### src/include/charge_time_pkg.sv
package charge_time_pkg;

   // ----------------------------------------------------------------
   // Register map (byte addresses on the AXI4-Lite bus)
   // ----------------------------------------------------------------
   localparam logic [7:0] OFS_UNIT_CONTROL = 8'h00;
   localparam logic [7:0] OFS_CURRENT_CONTROL = 8'h04;
   localparam logic [7:0] OFS_COMPARATOR_CONTROL = 8'h08;

   // ----------------------------------------------------------------
   // Reset values
   // ----------------------------------------------------------------
   localparam logic [15:0] RST_UNIT_CONTROL = 16'h0000;
   localparam logic [15:0] RST_CURRENT_CONTROL = 16'h0000;
   localparam logic [15:0] RST_COMPARATOR_CONTROL = 16'h0000;

   // Writable bit masks; everything else reads as zero
   localparam logic [15:0] MASK_UNIT_CONTROL = 16'hBFFF;
   localparam logic [15:0] MASK_CURRENT_CONTROL = 16'hFF00;
   localparam logic [15:0] MASK_COMPARATOR_CONTROL = 16'h8000;

   // ----------------------------------------------------------------
   // Edge source codes, shared by both edge channels
   // ----------------------------------------------------------------
   localparam logic [1:0] SRC_TIMER = 2'h0;
   localparam logic [1:0] SRC_OUTPUT_COMPARE_ONE = 2'h1;
   localparam logic [1:0] SRC_EDGE_PIN_TWO = 2'h2;
   localparam logic [1:0] SRC_EDGE_PIN_ONE = 2'h3;

   // Current range codes
   localparam logic [1:0] RANGE_OFF = 2'h0;

   // AXI response codes
   localparam logic [1:0] RESP_OKAY = 2'h0;
   localparam logic [1:0] RESP_SLVERR = 2'h2;

   // ----------------------------------------------------------------
   // Register layouts, most significant field first
   // ----------------------------------------------------------------
   typedef struct packed {
      logic unit_enable;             // bit 15
      logic unused_14;               // bit 14
      logic idle_stop;               // bit 13
      logic delay_generation_enable; // bit 12
      logic edge_pass_enable;        // bit 11
      logic edge_order_enable;       // bit 10
      logic current_ground_control;  // bit 9
      logic trigger_output_enable;   // bit 8
      logic second_edge_polarity;    // bit 7
      logic [1:0] second_edge_source; // bits 6-5
      logic first_edge_polarity;     // bit 4
      logic [1:0] first_edge_source; // bits 3-2
      logic second_edge_seen;        // bit 1
      logic first_edge_seen;         // bit 0
   } unit_control_type;

   typedef struct packed {
      logic [5:0] current_trim;  // bits 15-10, two's complement
      logic [1:0] current_range; // bits 9-8
      logic [7:0] unused_low;    // bits 7-0
   } current_control_type;

   typedef struct packed {
      logic comparator_idle_stop; // bit 15
      logic [14:0] unused_rest;   // bits 14-0
   } comparator_control_type;

   // Edge sources bundled in select-code order
   typedef struct packed {
      logic edge_pin_one;       // code 3
      logic edge_pin_two;       // code 2
      logic output_compare_one; // code 1
      logic timer_edge;         // code 0
   } edge_sources_type;

   // Write channel states, one-hot
   typedef enum logic [1:0] {
      WR_COLLECT = 2'b01,
      WR_RESPOND = 2'b10
   } write_state_type;

endpackage : charge_time_pkg

### src/verilog/charge_time_unit.sv
`timescale 1ns/1ps

module charge_time_unit
   import charge_time_pkg::*;
#(
   parameter int ADDR_W = 8 // Byte address width seen by the slave
) (
   // Clock and reset
   input wire logic REF_CLK,
   input wire logic NRST,
   // AXI4-Lite write address
   input wire logic S_AXI_AWVALID,
   output logic S_AXI_AWREADY,
   input wire logic [ADDR_W-1:0] S_AXI_AWADDR,
   input wire logic [2:0] S_AXI_AWPROT,
   // AXI4-Lite write data
   input wire logic S_AXI_WVALID,
   output logic S_AXI_WREADY,
   input wire logic [31:0] S_AXI_WDATA,
   input wire logic [3:0] S_AXI_WSTRB,
   // AXI4-Lite write response
   output logic S_AXI_BVALID,
   input wire logic S_AXI_BREADY,
   output logic [1:0] S_AXI_BRESP,
   // AXI4-Lite read address
   input wire logic S_AXI_ARVALID,
   output logic S_AXI_ARREADY,
   input wire logic [ADDR_W-1:0] S_AXI_ARADDR,
   input wire logic [2:0] S_AXI_ARPROT,
   // AXI4-Lite read data
   output logic S_AXI_RVALID,
   input wire logic S_AXI_RREADY,
   output logic [31:0] S_AXI_RDATA,
   output logic [1:0] S_AXI_RRESP,
   // Device power state
   input wire logic IDLE_MODE,
   // Edge sources
   input wire logic EDGE_PIN_ONE,
   input wire logic EDGE_PIN_TWO,
   input wire logic OUTPUT_COMPARE_ONE,
   input wire logic TIMER_EDGE,
   // Comparator side
   input wire logic COMPARATOR_OUT,
   input wire logic COMPARATOR_EVENT,
   output logic COMPARATOR_IRQ,
   output logic COMPARATOR_B_INPUT_ROUTE,
   // Current source side
   output logic CHARGE_ENABLE,
   output logic CURRENT_GROUND,
   output logic [5:0] CURRENT_TRIM,
   output logic [1:0] CURRENT_RANGE,
   // Unit outputs
   output logic DELAYED_PULSE_OUT,
   output logic TRIGGER_OUT
);

   // ----------------------------------------------------------------
   // Elaboration checks
   // ----------------------------------------------------------------
   // Offsets are only 8 bits wide
   if (ADDR_W < 4 || ADDR_W > 8) begin : g_bad_addr
      $error("ADDR_W must lie between 4 and 8");
   end

   // ----------------------------------------------------------------
   // Declarations
   // ----------------------------------------------------------------
   unit_control_type ctrl_r;          // Control and edge status
   current_control_type icon_r;       // Trim and range
   comparator_control_type cmp_r;     // Comparator idle behaviour
   write_state_type wr_state_r;       // Write channel state
   write_state_type wr_state_nxt;     // Next write state
   logic aw_held_r;                   // Write address captured
   logic w_held_r;                    // Write data captured
   logic [ADDR_W-1:0] aw_addr_r;      // Captured write address
   logic [31:0] w_data_r;             // Captured write data
   logic [3:0] w_strb_r;              // Captured byte strobes
   logic [1:0] bresp_r;               // Pending write response
   logic rvalid_r;                    // Read data pending
   logic [31:0] rdata_r;              // Read data
   logic [1:0] rresp_r;               // Read response
   logic wr_commit;                   // Write performed this cycle
   logic wr_hit_ctrl;                 // Write targets control
   logic wr_hit_icon;                 // Write targets current control
   logic wr_hit_cmp;                  // Write targets comparator control
   logic [15:0] wr_mask;              // Byte-lane mask, low half
   edge_sources_type sources;         // All edge sources
   logic unit_active;                 // Enabled and not idle-stopped
   logic edge_one_level;              // Selected first source level
   logic edge_two_level;              // Selected second source level
   logic edge_one_prev_r;             // Previous first source level
   logic edge_two_prev_r;             // Previous second source level
   logic edge_one_event;              // Qualified first edge
   logic edge_two_event;              // Qualified second edge
   logic edge_one_armed;              // First edge now or before
   logic trigger_r;                   // Registered trigger output
   logic ground_r;                    // Registered ground control
   logic [5:0] trim_r;                // Registered trim code
   logic [1:0] range_r;               // Registered range code

   // ----------------------------------------------------------------
   // Edge selection and qualification
   // ----------------------------------------------------------------
   assign sources = '{edge_pin_one: EDGE_PIN_ONE, edge_pin_two: EDGE_PIN_TWO,
                      output_compare_one: OUTPUT_COMPARE_ONE, timer_edge: TIMER_EDGE};

   // Enabled and not halted by Idle
   assign unit_active = ctrl_r.unit_enable && !(ctrl_r.idle_stop && IDLE_MODE);

   // Select code indexes the bundle directly; codes 3..0 are pin one..timer
   assign edge_one_level = sources[ctrl_r.first_edge_source];
   assign edge_two_level = sources[ctrl_r.second_edge_source];

   // Level history of the selected sources
   // A new select can fake an edge
   always_ff @(posedge REF_CLK) begin
      if (!NRST) begin
         edge_one_prev_r <= 1'b0;
         edge_two_prev_r <= 1'b0;
      end else begin
         edge_one_prev_r <= edge_one_level;
         edge_two_prev_r <= edge_two_level;
      end
   end

   // Edge matches when new level equals polarity and old one did not
   assign edge_one_event = unit_active && ctrl_r.edge_pass_enable
                           && (edge_one_level == ctrl_r.first_edge_polarity)
                           && (edge_one_prev_r != ctrl_r.first_edge_polarity);
   assign edge_two_event = unit_active && ctrl_r.edge_pass_enable
                           && (edge_two_level == ctrl_r.second_edge_polarity)
                           && (edge_two_prev_r != ctrl_r.second_edge_polarity)
                           && (!ctrl_r.edge_order_enable || edge_one_armed);

   // First edge counts in the cycle it happens, not a cycle late
   // Same-cycle pair passes ordering
   assign edge_one_armed = ctrl_r.first_edge_seen || edge_one_event;

   // ----------------------------------------------------------------
   // Pulse delay path
   // ----------------------------------------------------------------
   // Current source is steered to the comparator only in delay mode
   assign COMPARATOR_B_INPUT_ROUTE = unit_active && ctrl_r.delay_generation_enable;

   // Charging starts on the qualified edge itself; no flop in the way
   // Held until flag one is cleared
   assign CHARGE_ENABLE = COMPARATOR_B_INPUT_ROUTE && edge_one_armed;

   // Pulse follows the comparator directly, so its edge is not clocked
   assign DELAYED_PULSE_OUT = CHARGE_ENABLE && COMPARATOR_OUT;

   // Comparator interrupts are masked in Idle when asked
   assign COMPARATOR_IRQ = COMPARATOR_EVENT
                           && !(cmp_r.comparator_idle_stop && IDLE_MODE);

   // ----------------------------------------------------------------
   // Registered trigger output and outputs towards the current source
   // ----------------------------------------------------------------
   always_ff @(posedge REF_CLK) begin
      if (!NRST) begin
         trigger_r <= 1'b0;
         ground_r <= 1'b0;
         trim_r <= RST_CURRENT_CONTROL[15:10];
         range_r <= RANGE_OFF;
      end else begin
         // Trigger pulses once per cycle with a qualified edge while allowed; two edges in one cycle give one pulse
         trigger_r <= ctrl_r.trigger_output_enable
                      && (edge_one_event || edge_two_event);
         ground_r <= ctrl_r.current_ground_control;
         trim_r <= icon_r.current_trim;
         // Source is off whenever the unit is inactive
         range_r <= unit_active ? icon_r.current_range : RANGE_OFF;
      end
   end

   // Codes settle a cycle late
   assign TRIGGER_OUT = trigger_r;
   assign CURRENT_GROUND = ground_r;
   assign CURRENT_TRIM = trim_r;
   assign CURRENT_RANGE = range_r;

   // ----------------------------------------------------------------
   // AXI4-Lite write channel
   // ----------------------------------------------------------------
   // Address and data may come in either order; each is held once taken
   // No new write while B stands
   assign S_AXI_AWREADY = (wr_state_r == WR_COLLECT) && !aw_held_r;
   assign S_AXI_WREADY = (wr_state_r == WR_COLLECT) && !w_held_r;
   assign S_AXI_BVALID = (wr_state_r == WR_RESPOND);
   assign S_AXI_BRESP = bresp_r;
   assign wr_commit = (wr_state_r == WR_COLLECT) && aw_held_r && w_held_r;

   // Next write state
   always_comb begin
      wr_state_nxt = wr_state_r;
      case (wr_state_r)
         WR_COLLECT: begin
            if (wr_commit) begin
               wr_state_nxt = WR_RESPOND;
            end
         end
         WR_RESPOND: begin
            if (S_AXI_BREADY) begin
               wr_state_nxt = WR_COLLECT;
            end
         end
         default: begin
            wr_state_nxt = WR_COLLECT;
         end
      endcase
   end

   // Write state register
   always_ff @(posedge REF_CLK) begin
      if (!NRST) begin
         wr_state_r <= WR_COLLECT;
      end else begin
         wr_state_r <= wr_state_nxt;
      end
   end

   // Capture address and data halves
   always_ff @(posedge REF_CLK) begin
      if (!NRST) begin
         aw_held_r <= 1'b0;
         w_held_r <= 1'b0;
         aw_addr_r <= '0;
         w_data_r <= 32'h0000_0000;
         w_strb_r <= 4'h0;
      end else begin
         if (S_AXI_AWVALID && S_AXI_AWREADY) begin
            aw_held_r <= 1'b1;
            aw_addr_r <= S_AXI_AWADDR;
         end else if (wr_commit) begin
            aw_held_r <= 1'b0;
         end
         if (S_AXI_WVALID && S_AXI_WREADY) begin
            w_held_r <= 1'b1;
            w_data_r <= S_AXI_WDATA;
            w_strb_r <= S_AXI_WSTRB;
         end else if (wr_commit) begin
            w_held_r <= 1'b0;
         end
      end
   end

   // Address decode for the pending write
   always_comb begin
      wr_hit_ctrl = 1'b0;
      wr_hit_icon = 1'b0;
      wr_hit_cmp = 1'b0;
      if (aw_addr_r[ADDR_W-1:2] == OFS_UNIT_CONTROL[ADDR_W-1:2]) begin
         wr_hit_ctrl = 1'b1;
      end else if (aw_addr_r[ADDR_W-1:2] == OFS_CURRENT_CONTROL[ADDR_W-1:2]) begin
         wr_hit_icon = 1'b1;
      end else if (aw_addr_r[ADDR_W-1:2] == OFS_COMPARATOR_CONTROL[ADDR_W-1:2]) begin
         wr_hit_cmp = 1'b1;
      end
   end

   // Only the two low byte lanes carry register bits
   // Upper data half is dropped
   assign wr_mask = {{8{w_strb_r[1]}}, {8{w_strb_r[0]}}};

   // Write response: unmapped addresses answer SLVERR
   always_ff @(posedge REF_CLK) begin
      if (!NRST) begin
         bresp_r <= RESP_OKAY;
      end else if (wr_commit) begin
         bresp_r <= (wr_hit_ctrl || wr_hit_icon || wr_hit_cmp) ? RESP_OKAY : RESP_SLVERR;
      end
   end

   // ----------------------------------------------------------------
   // Control register, edge status flags included
   // ----------------------------------------------------------------
   // Status flags: hardware sets, a written zero clears, set wins the tie
   // Writing one sets no flag
   always_ff @(posedge REF_CLK) begin
      if (!NRST) begin
         ctrl_r <= unit_control_type'(RST_UNIT_CONTROL);
      end else begin
         if (wr_commit && wr_hit_ctrl) begin
            ctrl_r[15:2] <= ((w_data_r[15:2] & wr_mask[15:2]) | (ctrl_r[15:2] & ~wr_mask[15:2]))
                            & MASK_UNIT_CONTROL[15:2];
         end
         ctrl_r.first_edge_seen <= edge_one_event || (ctrl_r.first_edge_seen
            && !(wr_commit && wr_hit_ctrl && w_strb_r[0] && !w_data_r[0]));
         ctrl_r.second_edge_seen <= edge_two_event || (ctrl_r.second_edge_seen
            && !(wr_commit && wr_hit_ctrl && w_strb_r[0] && !w_data_r[1]));
      end
   end

   // ----------------------------------------------------------------
   // Current and comparator control registers
   // ----------------------------------------------------------------
   always_ff @(posedge REF_CLK) begin
      if (!NRST) begin
         icon_r <= current_control_type'(RST_CURRENT_CONTROL);
         cmp_r <= comparator_control_type'(RST_COMPARATOR_CONTROL);
      end else if (wr_commit) begin
         if (wr_hit_icon) begin
            // Reserved bits masked on entry
            icon_r <= current_control_type'(((w_data_r[15:0] & wr_mask) | (icon_r & ~wr_mask))
                                            & MASK_CURRENT_CONTROL);
         end
         if (wr_hit_cmp) begin
            cmp_r <= comparator_control_type'(((w_data_r[15:0] & wr_mask) | (cmp_r & ~wr_mask))
                                              & MASK_COMPARATOR_CONTROL);
         end
      end
   end

   // ----------------------------------------------------------------
   // AXI4-Lite read channel
   // ----------------------------------------------------------------
   // One read in flight; a new address waits until data is taken
   // Data one cycle after address
   assign S_AXI_ARREADY = !rvalid_r;
   assign S_AXI_RVALID = rvalid_r;
   assign S_AXI_RDATA = rdata_r;
   assign S_AXI_RRESP = rresp_r;

   // Read data, upper half always zero
   always_ff @(posedge REF_CLK) begin
      if (!NRST) begin
         rvalid_r <= 1'b0;
         rdata_r <= 32'h0000_0000;
         rresp_r <= RESP_OKAY;
      end else if (S_AXI_ARVALID && S_AXI_ARREADY) begin
         rvalid_r <= 1'b1;
         rresp_r <= RESP_OKAY;
         if (S_AXI_ARADDR[ADDR_W-1:2] == OFS_UNIT_CONTROL[ADDR_W-1:2]) begin
            rdata_r <= {16'h0000, ctrl_r & MASK_UNIT_CONTROL};
         end else if (S_AXI_ARADDR[ADDR_W-1:2] == OFS_CURRENT_CONTROL[ADDR_W-1:2]) begin
            rdata_r <= {16'h0000, icon_r & MASK_CURRENT_CONTROL};
         end else if (S_AXI_ARADDR[ADDR_W-1:2] == OFS_COMPARATOR_CONTROL[ADDR_W-1:2]) begin
            rdata_r <= {16'h0000, cmp_r & MASK_COMPARATOR_CONTROL};
         end else begin
            // Unmapped: zero data and a slave error
            rdata_r <= 32'h0000_0000;
            rresp_r <= RESP_SLVERR;
         end
      end else if (rvalid_r && S_AXI_RREADY) begin
         rvalid_r <= 1'b0;
      end
   end

endmodule : charge_time_unit

### config.mk
export PLATFORM = sky130hd
export DESIGN_NAME = charge_time_unit
export DESIGN_NICKNAME = d
export VERILOG_FILES = /design/src/include/charge_time_pkg.sv /design/src/verilog/charge_time_unit.sv
export SDC_FILE = /design/constraint.sdc
export NUM_CORES = 1
export LEC_CHECK = 0
export ABC_AREA = 0
export BUFFER_PORTS_ARGS = -buffer_cell sky130_fd_sc_hd__buf_2
export CAP_MARGIN = 15
export CELL_PAD_IN_SITES_DETAIL_PLACEMENT = 0
export CELL_PAD_IN_SITES_GLOBAL_PLACEMENT = 2
export CORE_MARGIN = 2
export CORE_UTILIZATION = 29
export DETAILED_ROUTE_END_ITERATION = 10
export GPL_TIMING_DRIVEN = 0
export PLACE_DENSITY_LB_ADDON = 0.1
export RECOVER_POWER = 25
export SETUP_SLACK_MARGIN = 0.2
export SLEW_MARGIN = 20
export SYNTH_ARGS = -nofsm -noshare
export SYNTH_HDL_FRONTEND = slang
export SYNTH_SLANG_ARGS = --single-unit
### constraint.sdc
create_clock -name REF_CLK -period 4.4 [get_ports REF_CLK]
set_clock_uncertainty 0.1 [all_clocks]
set_input_delay 0.44 -clock REF_CLK [delete_from_list [all_inputs] [get_ports REF_CLK]]
set_output_delay 0.44 -clock REF_CLK [all_outputs]
set_load 0.01 [all_outputs]
==> results of run 1 <==
[path summary, 6_finish.rpt]
path | end | slack, ns | cells past startpoint
min reg2reg | S_AXI_RDATA[6]$_SDFFE_PN0P_ | 0.35 | 2
max | DELAYED_PULSE_OUT | 1.72 | 5
min | S_AXI_RVALID$_SDFFE_PN0P_ | 0.19 | 2
max reg2reg | register | 2.22 | 5
[stage by stage]
stage | hold slack, ns | setup WS (ns) | power, uW | cell area, sq um
6_report | 0.191 | 1.72 | 1760 | 4200
5_1_grt | 0.196 | 1.49 | 1830 | 4200
4_1_cts | 0.181 | 1.68 | 1780 | 4230
3_5_place_dp | 0.345 | 1.97 | 970 | 3910
3_3_place_gp | 0.343 | 2.00 | 969 | 3910
2_1_floorplan | 0.330 | 2.23 | 910 | 3340
[per-layer routing]
metal | vias up | global-route usage (%) | part of all wire [%] | wire (um)
met5 | - | 0 | 0 | 0
met4 | 0 | 6.16 | 1.4 | 119
met3 | 9 | 2.94 | 6.7 | 573
met2 | 82 | 22.7 | 43 | 3640
met1 | 1221 | 19.9 | 49 | 4210
li1 | 1440 | - | - | -
[power by group through the flow]
stage / sequential (uW) / combinational (uW) / clock (uW)
after global placement: 810 / 158 / 0
after detailed placement: 810 / 160 / 0
after floorplan: 809 / 101 / 0
final: 794 / 157 / 807
after CTS: 794 / 161 / 828
after global routing: 797 / 178 / 859
[Yosys cell counts]
master,n
o21ai_1,9
o21ai_0,9
conb_1,1
buf_2,2
nand4b_1,1
nand2_1,69
nand3_1,13
a221oi_1,6
mux2i_1,23
and2_1,11
mux4_2,2
a211oi_1,2
or4_4,1
o211ai_1,2
nor3b_2,1
nor3_1,2
buf_4,18
nor3_2,1
a21boi_0,1
or4_1,2
nor4_4,1
buf_1,1
o22ai_1,1
nor4_1,2
clkbuf_1,14
nand2b_1,8
a21oi_1,35
nor2_1,32
nor3b_1,3
buf_6,1
clkinv_1,1
o2111ai_1,1
dfxtp_1,83
nor4_2,1
inv_1,7
nor2b_1,3
[cell type report]
| class | instances | share of cell area, % |
|---|---|---|
| tap | 140 | 4.17 |
| clock inverter | 6 | 2.15 |
| buffer | 36 | 5.07 |
| clock buffer | 10 | 5.45 |
| sequential | 83 | 39.6 |
| timing repair buffer | 79 | 8.79 |
| inverter | 8 | 0.715 |
| multi-input combinational | 260 | 34.1 |
[worst register-to-register path, delay by kind of cell (launching register included)]
family	cells	cell delay (ns)
flops	1	0.31
simple gates	3	1.22
buf+inv	1	0.15
mux	1	0.26
[kinds of logic (layout without fill, tap and decap cells)]
| group | count (synthesis) | count (layout) |
|---|---|---|
| AOI/OAI and AO/OA | 66 | 66 |
| buffers and inverters | 44 | 139 |
| DFF | 83 | 83 |
| muxes | 25 | 25 |
| other | 1 | 18 |
| and+or+nand+nor | 151 | 151 |
==> results.sh, run 1 <==
export IMPL_grt_pass1_wl_um=13200
export IMPL_tritoncts="built"
export IMPL_post_synth_main_area_contributors="dfxtp_1 (51%), nand2_1 (7.9%), mux2i_1 (7.0%), a21oi_1 (5.4%), buf_4 (4.1%)"
export IMPL_combined_area_of_the_multi_input_logic_cells_sq_um=1430
export IMPL_via_count=2752
export IMPL_hold_path_startpoint="S_AXI_RREADY"
export IMPL_antenna_cells=0
export IMPL_setup_violations=0
export IMPL_postSynthRegisterBits=83
export IMPL_regArea_sq_um=1660
export IMPL_place_detailed_instances=606
export IMPL_cts_repair_resized=0
export IMPL_yosys_warnings=0
export IMPL_fmax_ghz=0.373
export IMPL_synth_area_leader_cell="dfxtp_1"
export IMPL_slew_limit_headroom_pct=48.8
export IMPL_most_common_layout_cells="dfxtp_1 (83), nand2_1 (69), buf_2 (60), clkbuf_1 (36), a21oi_1 (35)"
export IMPL_initial_drc_count=105
export IMPL_timing_worst_slew_pin_value_ns=0.763
export IMPL_cpMaxStageDelayCell="mux4_2"
export IMPL_starting_utilization_of_the_core_area_pct=29.9
export IMPL_chipHeight_um=110
export IMPL_synthMuxAreaShare_pct=8.41
export IMPL_detail_route_drc_violations=0
export IMPL_cts_buffers=9
export IMPL_power_density_nw_per_um2=419
export IMPL_antenna_found_initial=0
export IMPL_clk_pin_slew_worst_paths_ns=0.06
export IMPL_cp_cell_sequence="mux4_2 -> mux2i_1 -> a21oi_1 -> nor3b_1 -> buf_2"
export IMPL_chipWidth_um=110
export IMPL_clock_share_of_power_pct=45.9
export IMPL_seq_area_frac_synth_pct=50.8
export IMPL_p_sw_share_pct=23.8
export IMPL_drt_wirelength_per_cell_um=13.7
export IMPL_yosys_area_share_simple_pct=22.0
export IMPL_ant_nets=0
export IMPL_max_cap_violations=0
export IMPL_port_buffers=79
export IMPL_netlist_area_leader_share_pct=50.8
export IMPL_cts_root_buf="clkbuf_16"
export IMPL_critPathTopFamily="multiplexers"
export IMPL_crit_path_end_kind="primary output"
export IMPL_grt_total_usage_pct=14.6
export IMPL_synth_adder_area_share_pct=0
export IMPL_ios=127
export IMPL_layout_cells_most_common="dfxtp_1"
export IMPL_post_route_period_util_pct=60.9
export IMPL_nets=549
export IMPL_r2r_start="aw_addr_r[4]$_SDFFE_PN0P_"
export IMPL_tns_ns=0
export IMPL_dp_final_hpwl_um=6480
export IMPL_run_status="completed"
export IMPL_utilization_pct=38.4
export IMPL_n_fill_cell=1165
export IMPL_first_global_vias=2590
export IMPL_slew_violations=0
export IMPL_post_route_min_period_ns=2.68
export IMPL_area_growth_synth_to_final_pct=28.3
export IMPL_timing_critical_path_arrival_ns=2.14
export IMPL_top_fanout_value_on_the_critical_path=4
export IMPL_cts_htree_levels=3
export IMPL_post_drt_via_cell_ratio=4.42
export IMPL_placement_rows=38
export IMPL_grt_max_degree=15
export IMPL_synthesis_instances=370
export IMPL_drt_pass1_iterations=4
export IMPL_cp_slowest_stage_delay_ns=0.56
export IMPL_dominant_combinational_cell_family_by_area_after_synthesis="simple AND/OR/NAND/NOR gates"
export IMPL_sequentialPowerShare_pct=45.1
export IMPL_routed_wl_um=8550
export IMPL_p_sw_uw=418
export IMPL_placeableCoreArea_sq_um=10900
export IMPL_fp_dieArea_sq_um=12100
export IMPL_power_combinational_fraction_pct=9.0
export IMPL_cts_num_sinks=83
export IMPL_grt_overflow_total=0
export IMPL_worst_ir_drop_vdd_mv=0.158
export IMPL_report_final_hold_viol_count=0
export IMPL_path_class="register to primary output"
export IMPL_postCtsSetupBuffers=0
export IMPL_post_layout_nonfiller_instances=622
export IMPL_cp_buffers_inverters=1
export IMPL_clock_tree_buffer_depth=2
export IMPL_post_synth_cell_area_avg_sq_um=8.84
export IMPL_globalplace_congestion=0.755
export IMPL_insertion_delay_of_the_later_clocked_pin_in_the_worst_skew_pair_ns=0.33
export IMPL_postCtsHoldBufs=0
export IMPL_worst_ep_required_time_ns=3.86
export IMPL_cp_start_kind="register"
export IMPL_synth_compound_area_share_pct=11.3
export IMPL_drive_above_1_share_pct=21.0
export IMPL_power_leakage_uw=0.00175
export IMPL_rsz_0062_raised_after_global_routing="false"
export IMPL_worst_hold_path_type="primary input to register"
export IMPL_syn_area_sq_um=3270
export IMPL_yosysUniqueCellTypes=36
export IMPL_power_report_internal_total_uw=1340
export IMPL_synth_xor_area_share_pct=0
Note: power is estimated with default switching activity, not from simulation.
==> inputs of run 2 (changes only) <==
--- a/config.mk
+++ b/config.mk
@@ -11,7 +11,7 @@
 export CELL_PAD_IN_SITES_DETAIL_PLACEMENT = 0
 export CELL_PAD_IN_SITES_GLOBAL_PLACEMENT = 2
 export CORE_MARGIN = 2
-export CORE_UTILIZATION = 29
+export CORE_UTILIZATION = 25
 export DETAILED_ROUTE_END_ITERATION = 10
 export GPL_TIMING_DRIVEN = 0
 export PLACE_DENSITY_LB_ADDON = 0.1
==> constraint.sdc (replaced) <==
create_clock -name REF_CLK -period 2.4 [get_ports REF_CLK]
set_clock_uncertainty 0.1 [all_clocks]
set_input_delay 0.24 -clock REF_CLK [delete_from_list [all_inputs] [get_ports REF_CLK]]
set_output_delay 0.24 -clock REF_CLK [all_outputs]
set_load 0.01 [all_outputs]
==> results.sh, run 2 (synthesis results as in run 1) <==
export IMPL_cp_slowest_stage_delay_ns=0.55
export IMPL_top_fanout_value_on_the_critical_path=2
export IMPL_initial_drc_count=149
export IMPL_antenna_found_initial=0
export IMPL_drive_above_1_share_pct=21.6
export IMPL_cts_htree_levels=3
export IMPL_globalplace_congestion=0.720
export IMPL_ios=127
export IMPL_report_final_hold_viol_count=0
export IMPL_tritoncts="built"
export IMPL_cpMaxStageDelayCell="mux4_2"
export IMPL_whs_ns=0.0377
export IMPL_post_drt_via_cell_ratio=4.15
export IMPL_chipWidth_um=118
export IMPL_worst_hold_path_type="primary input to register"
export IMPL_max_cap_violations=0
export IMPL_first_global_vias=2684
export IMPL_insertion_delay_of_the_later_clocked_pin_in_the_worst_skew_pair_ns=0.34
export IMPL_worst_ir_drop_vdd_mv=0.274
export IMPL_nets=554
export IMPL_slew_violations=0
export IMPL_area_growth_synth_to_final_pct=31.0
export IMPL_routing_usage_on_met2_pct=19.7
export IMPL_cts_buffers=9
export IMPL_n_fill_cell=1396
export IMPL_most_common_layout_cells="dfxtp_1 (82), nand2_1 (69), buf_2 (57), clkbuf_1 (37), a21oi_1 (34)"
export IMPL_placeableCoreArea_sq_um=12700
export IMPL_path_class="register to primary output"
export IMPL_r2r_start="aw_addr_r[4]$_SDFFE_PN0P_"
export IMPL_critPathTopFamily="multiplexers"
export IMPL_via_count=2729
export IMPL_crit_path_end_kind="primary output"
export IMPL_grt_overflow_total=0
export IMPL_port_buffers=79
export IMPL_chipHeight_um=118
export IMPL_timing_critical_path_depth=5
export IMPL_preCtsSetupSlack_ns=0.189
export IMPL_utilization_pct=33.7
export IMPL_worst_ep_required_time_ns=2.06
export IMPL_grt_max_degree=13
export IMPL_antenna_cells=0
export IMPL_regToRegSetupSlack_ns=0.31
export IMPL_slew_limit_headroom_pct=53.1
export IMPL_layout_cells_most_common="dfxtp_1"
export IMPL_fmax_ghz=0.450
export IMPL_setup_ws_ns=0.176
export IMPL_detail_route_drc_violations=0
export IMPL_fp_dieArea_sq_um=14000
export IMPL_clk_pin_slew_worst_paths_ns=0.06
export IMPL_grt_busiest_layer="met2"
export IMPL_globalRouteMet1Util_pct=18.2
export IMPL_critPathCapture="DELAYED_PULSE_OUT"
export IMPL_cts_num_sinks=83
export IMPL_starting_utilization_of_the_core_area_pct=25.7
export IMPL_cp_cell_sequence="mux4_2 -> mux2i_4 -> a21oi_2 -> nor3b_1 -> buf_2"
export IMPL_globalRouteMet3Util_pct=2.94
export IMPL_routed_wl_um=9060
export IMPL_cts_root_buf="clkbuf_16"
export IMPL_ant_nets=0
export IMPL_hold_path_startpoint="S_AXI_AWADDR[6]"
export IMPL_grt_pass1_wl_um=14400
export IMPL_placement_rows=41
export IMPL_dp_final_hpwl_um=6750
export IMPL_post_route_min_period_ns=2.22
export IMPL_cp_start_kind="register"
export IMPL_tns_ns=0
export IMPL_run_status="completed"
export IMPL_post_route_period_util_pct=92.7
export IMPL_drt_pass1_iterations=4
export IMPL_setup_violations=0
export IMPL_power_leakage_uw=0.00176
export IMPL_rsz_0062_raised_after_global_routing="true"
export IMPL_drt_wirelength_per_cell_um=13.8
export IMPL_rr_worst_depth=6
export IMPL_power_density_nw_per_um2=726
export IMPL_grt_total_usage_pct=13.2
export IMPL_clock_tree_buffer_depth=2
export IMPL_cp_buffers_inverters=1
export IMPL_timing_worst_slew_pin_value_ns=0.698
export IMPL_timing_critical_path_arrival_ns=1.88
## run 2: changes by cell type in the layout (fill, tap and decap cells not counted), sizes merged
cell	before	now
buf	80	82
dlygate4sd3	0	1
clkinvlp	1	0
bufinv	2	1
clkinv	4	3
clkbuf	45	48
## run 2: worst min path at each step
| stage | endpoint | slack (ns) | cells past startpoint |
|---|---|---|---|
| after CTS | w_strb_r[1]$_SDFFE_PN0P_ | 0.02 | 3 |
| final | aw_addr_r[6]$_SDFFE_PN0P_ | 0.04 | 3 |
| after detailed placement | S_AXI_RVALID$_SDFFE_PN0P_ | 0.33 | 2 |
| after floorplan | S_AXI_RVALID$_SDFFE_PN0P_ | 0.24 | 1 |
| after global placement | S_AXI_RVALID$_SDFFE_PN0P_ | 0.33 | 2 |
| after global routing | w_data_r[14]$_SDFFE_PN0P_ | 0.04 | 3 |
## run 2: routing by layer
metal  up-vias  share of wire [%]
li1       1439                  -
met1      1206                 51
met2        73                 42
met3        11                5.2
met4         0                1.9
met5         -                  0
## run 2: layout make-up
| cell class | instances | area [sq um] | share of cell area, % |
|---|---|---|---|
| buffer | 36 | 216 | 5.05 |
| clock buffer | 11 | 243 | 5.66 |
| clock inverter | 3 | 40.0 | 0.934 |
| inverter | 8 | 30.0 | 0.701 |
| multi-input combinational | 260 | 1460 | 34.0 |
| sequential | 83 | 1670 | 38.9 |
| tap | 172 | 215 | 5.02 |
| timing repair buffer | 84 | 419 | 9.78 |
## run 2: power breakdown
group          internal (uW)  leakage (uW)  switching, uW
combinational            123      0.000946            174
sequential              1420      0.000676           32.5
clock                    820      0.000141            539
## run 2: through the flow
step / power [uW] / instances / instance area, sq um
6_report: 3110 / 657 / 4290
5_1_grt: 3250 / 657 / 4290
4_1_cts: 3170 / 657 / 4300
3_5_place_dp: 1780 / 638 / 3950
3_3_place_gp: 1780 / 638 / 3950
2_1_floorplan: 1670 / 387 / 3340
## run 2: repair_timing
item,4_1_cts,5_1_grt
endpoints found under the setup margin,4,20
pin swaps,3,0
resized for setup,5,5
hold endpoints to repair,1,0
hold buffers,1,0
buffers inserted,4,0
## run 2: worst reg2reg max path, stage by stage (launching register included)
cell and delay (ns):
dfxtp_1 0.31, or4_4 0.53, buf_6 0.15, or4_1 0.46, buf_4 0.20, mux2i_1 0.15
nor2_1 0.05
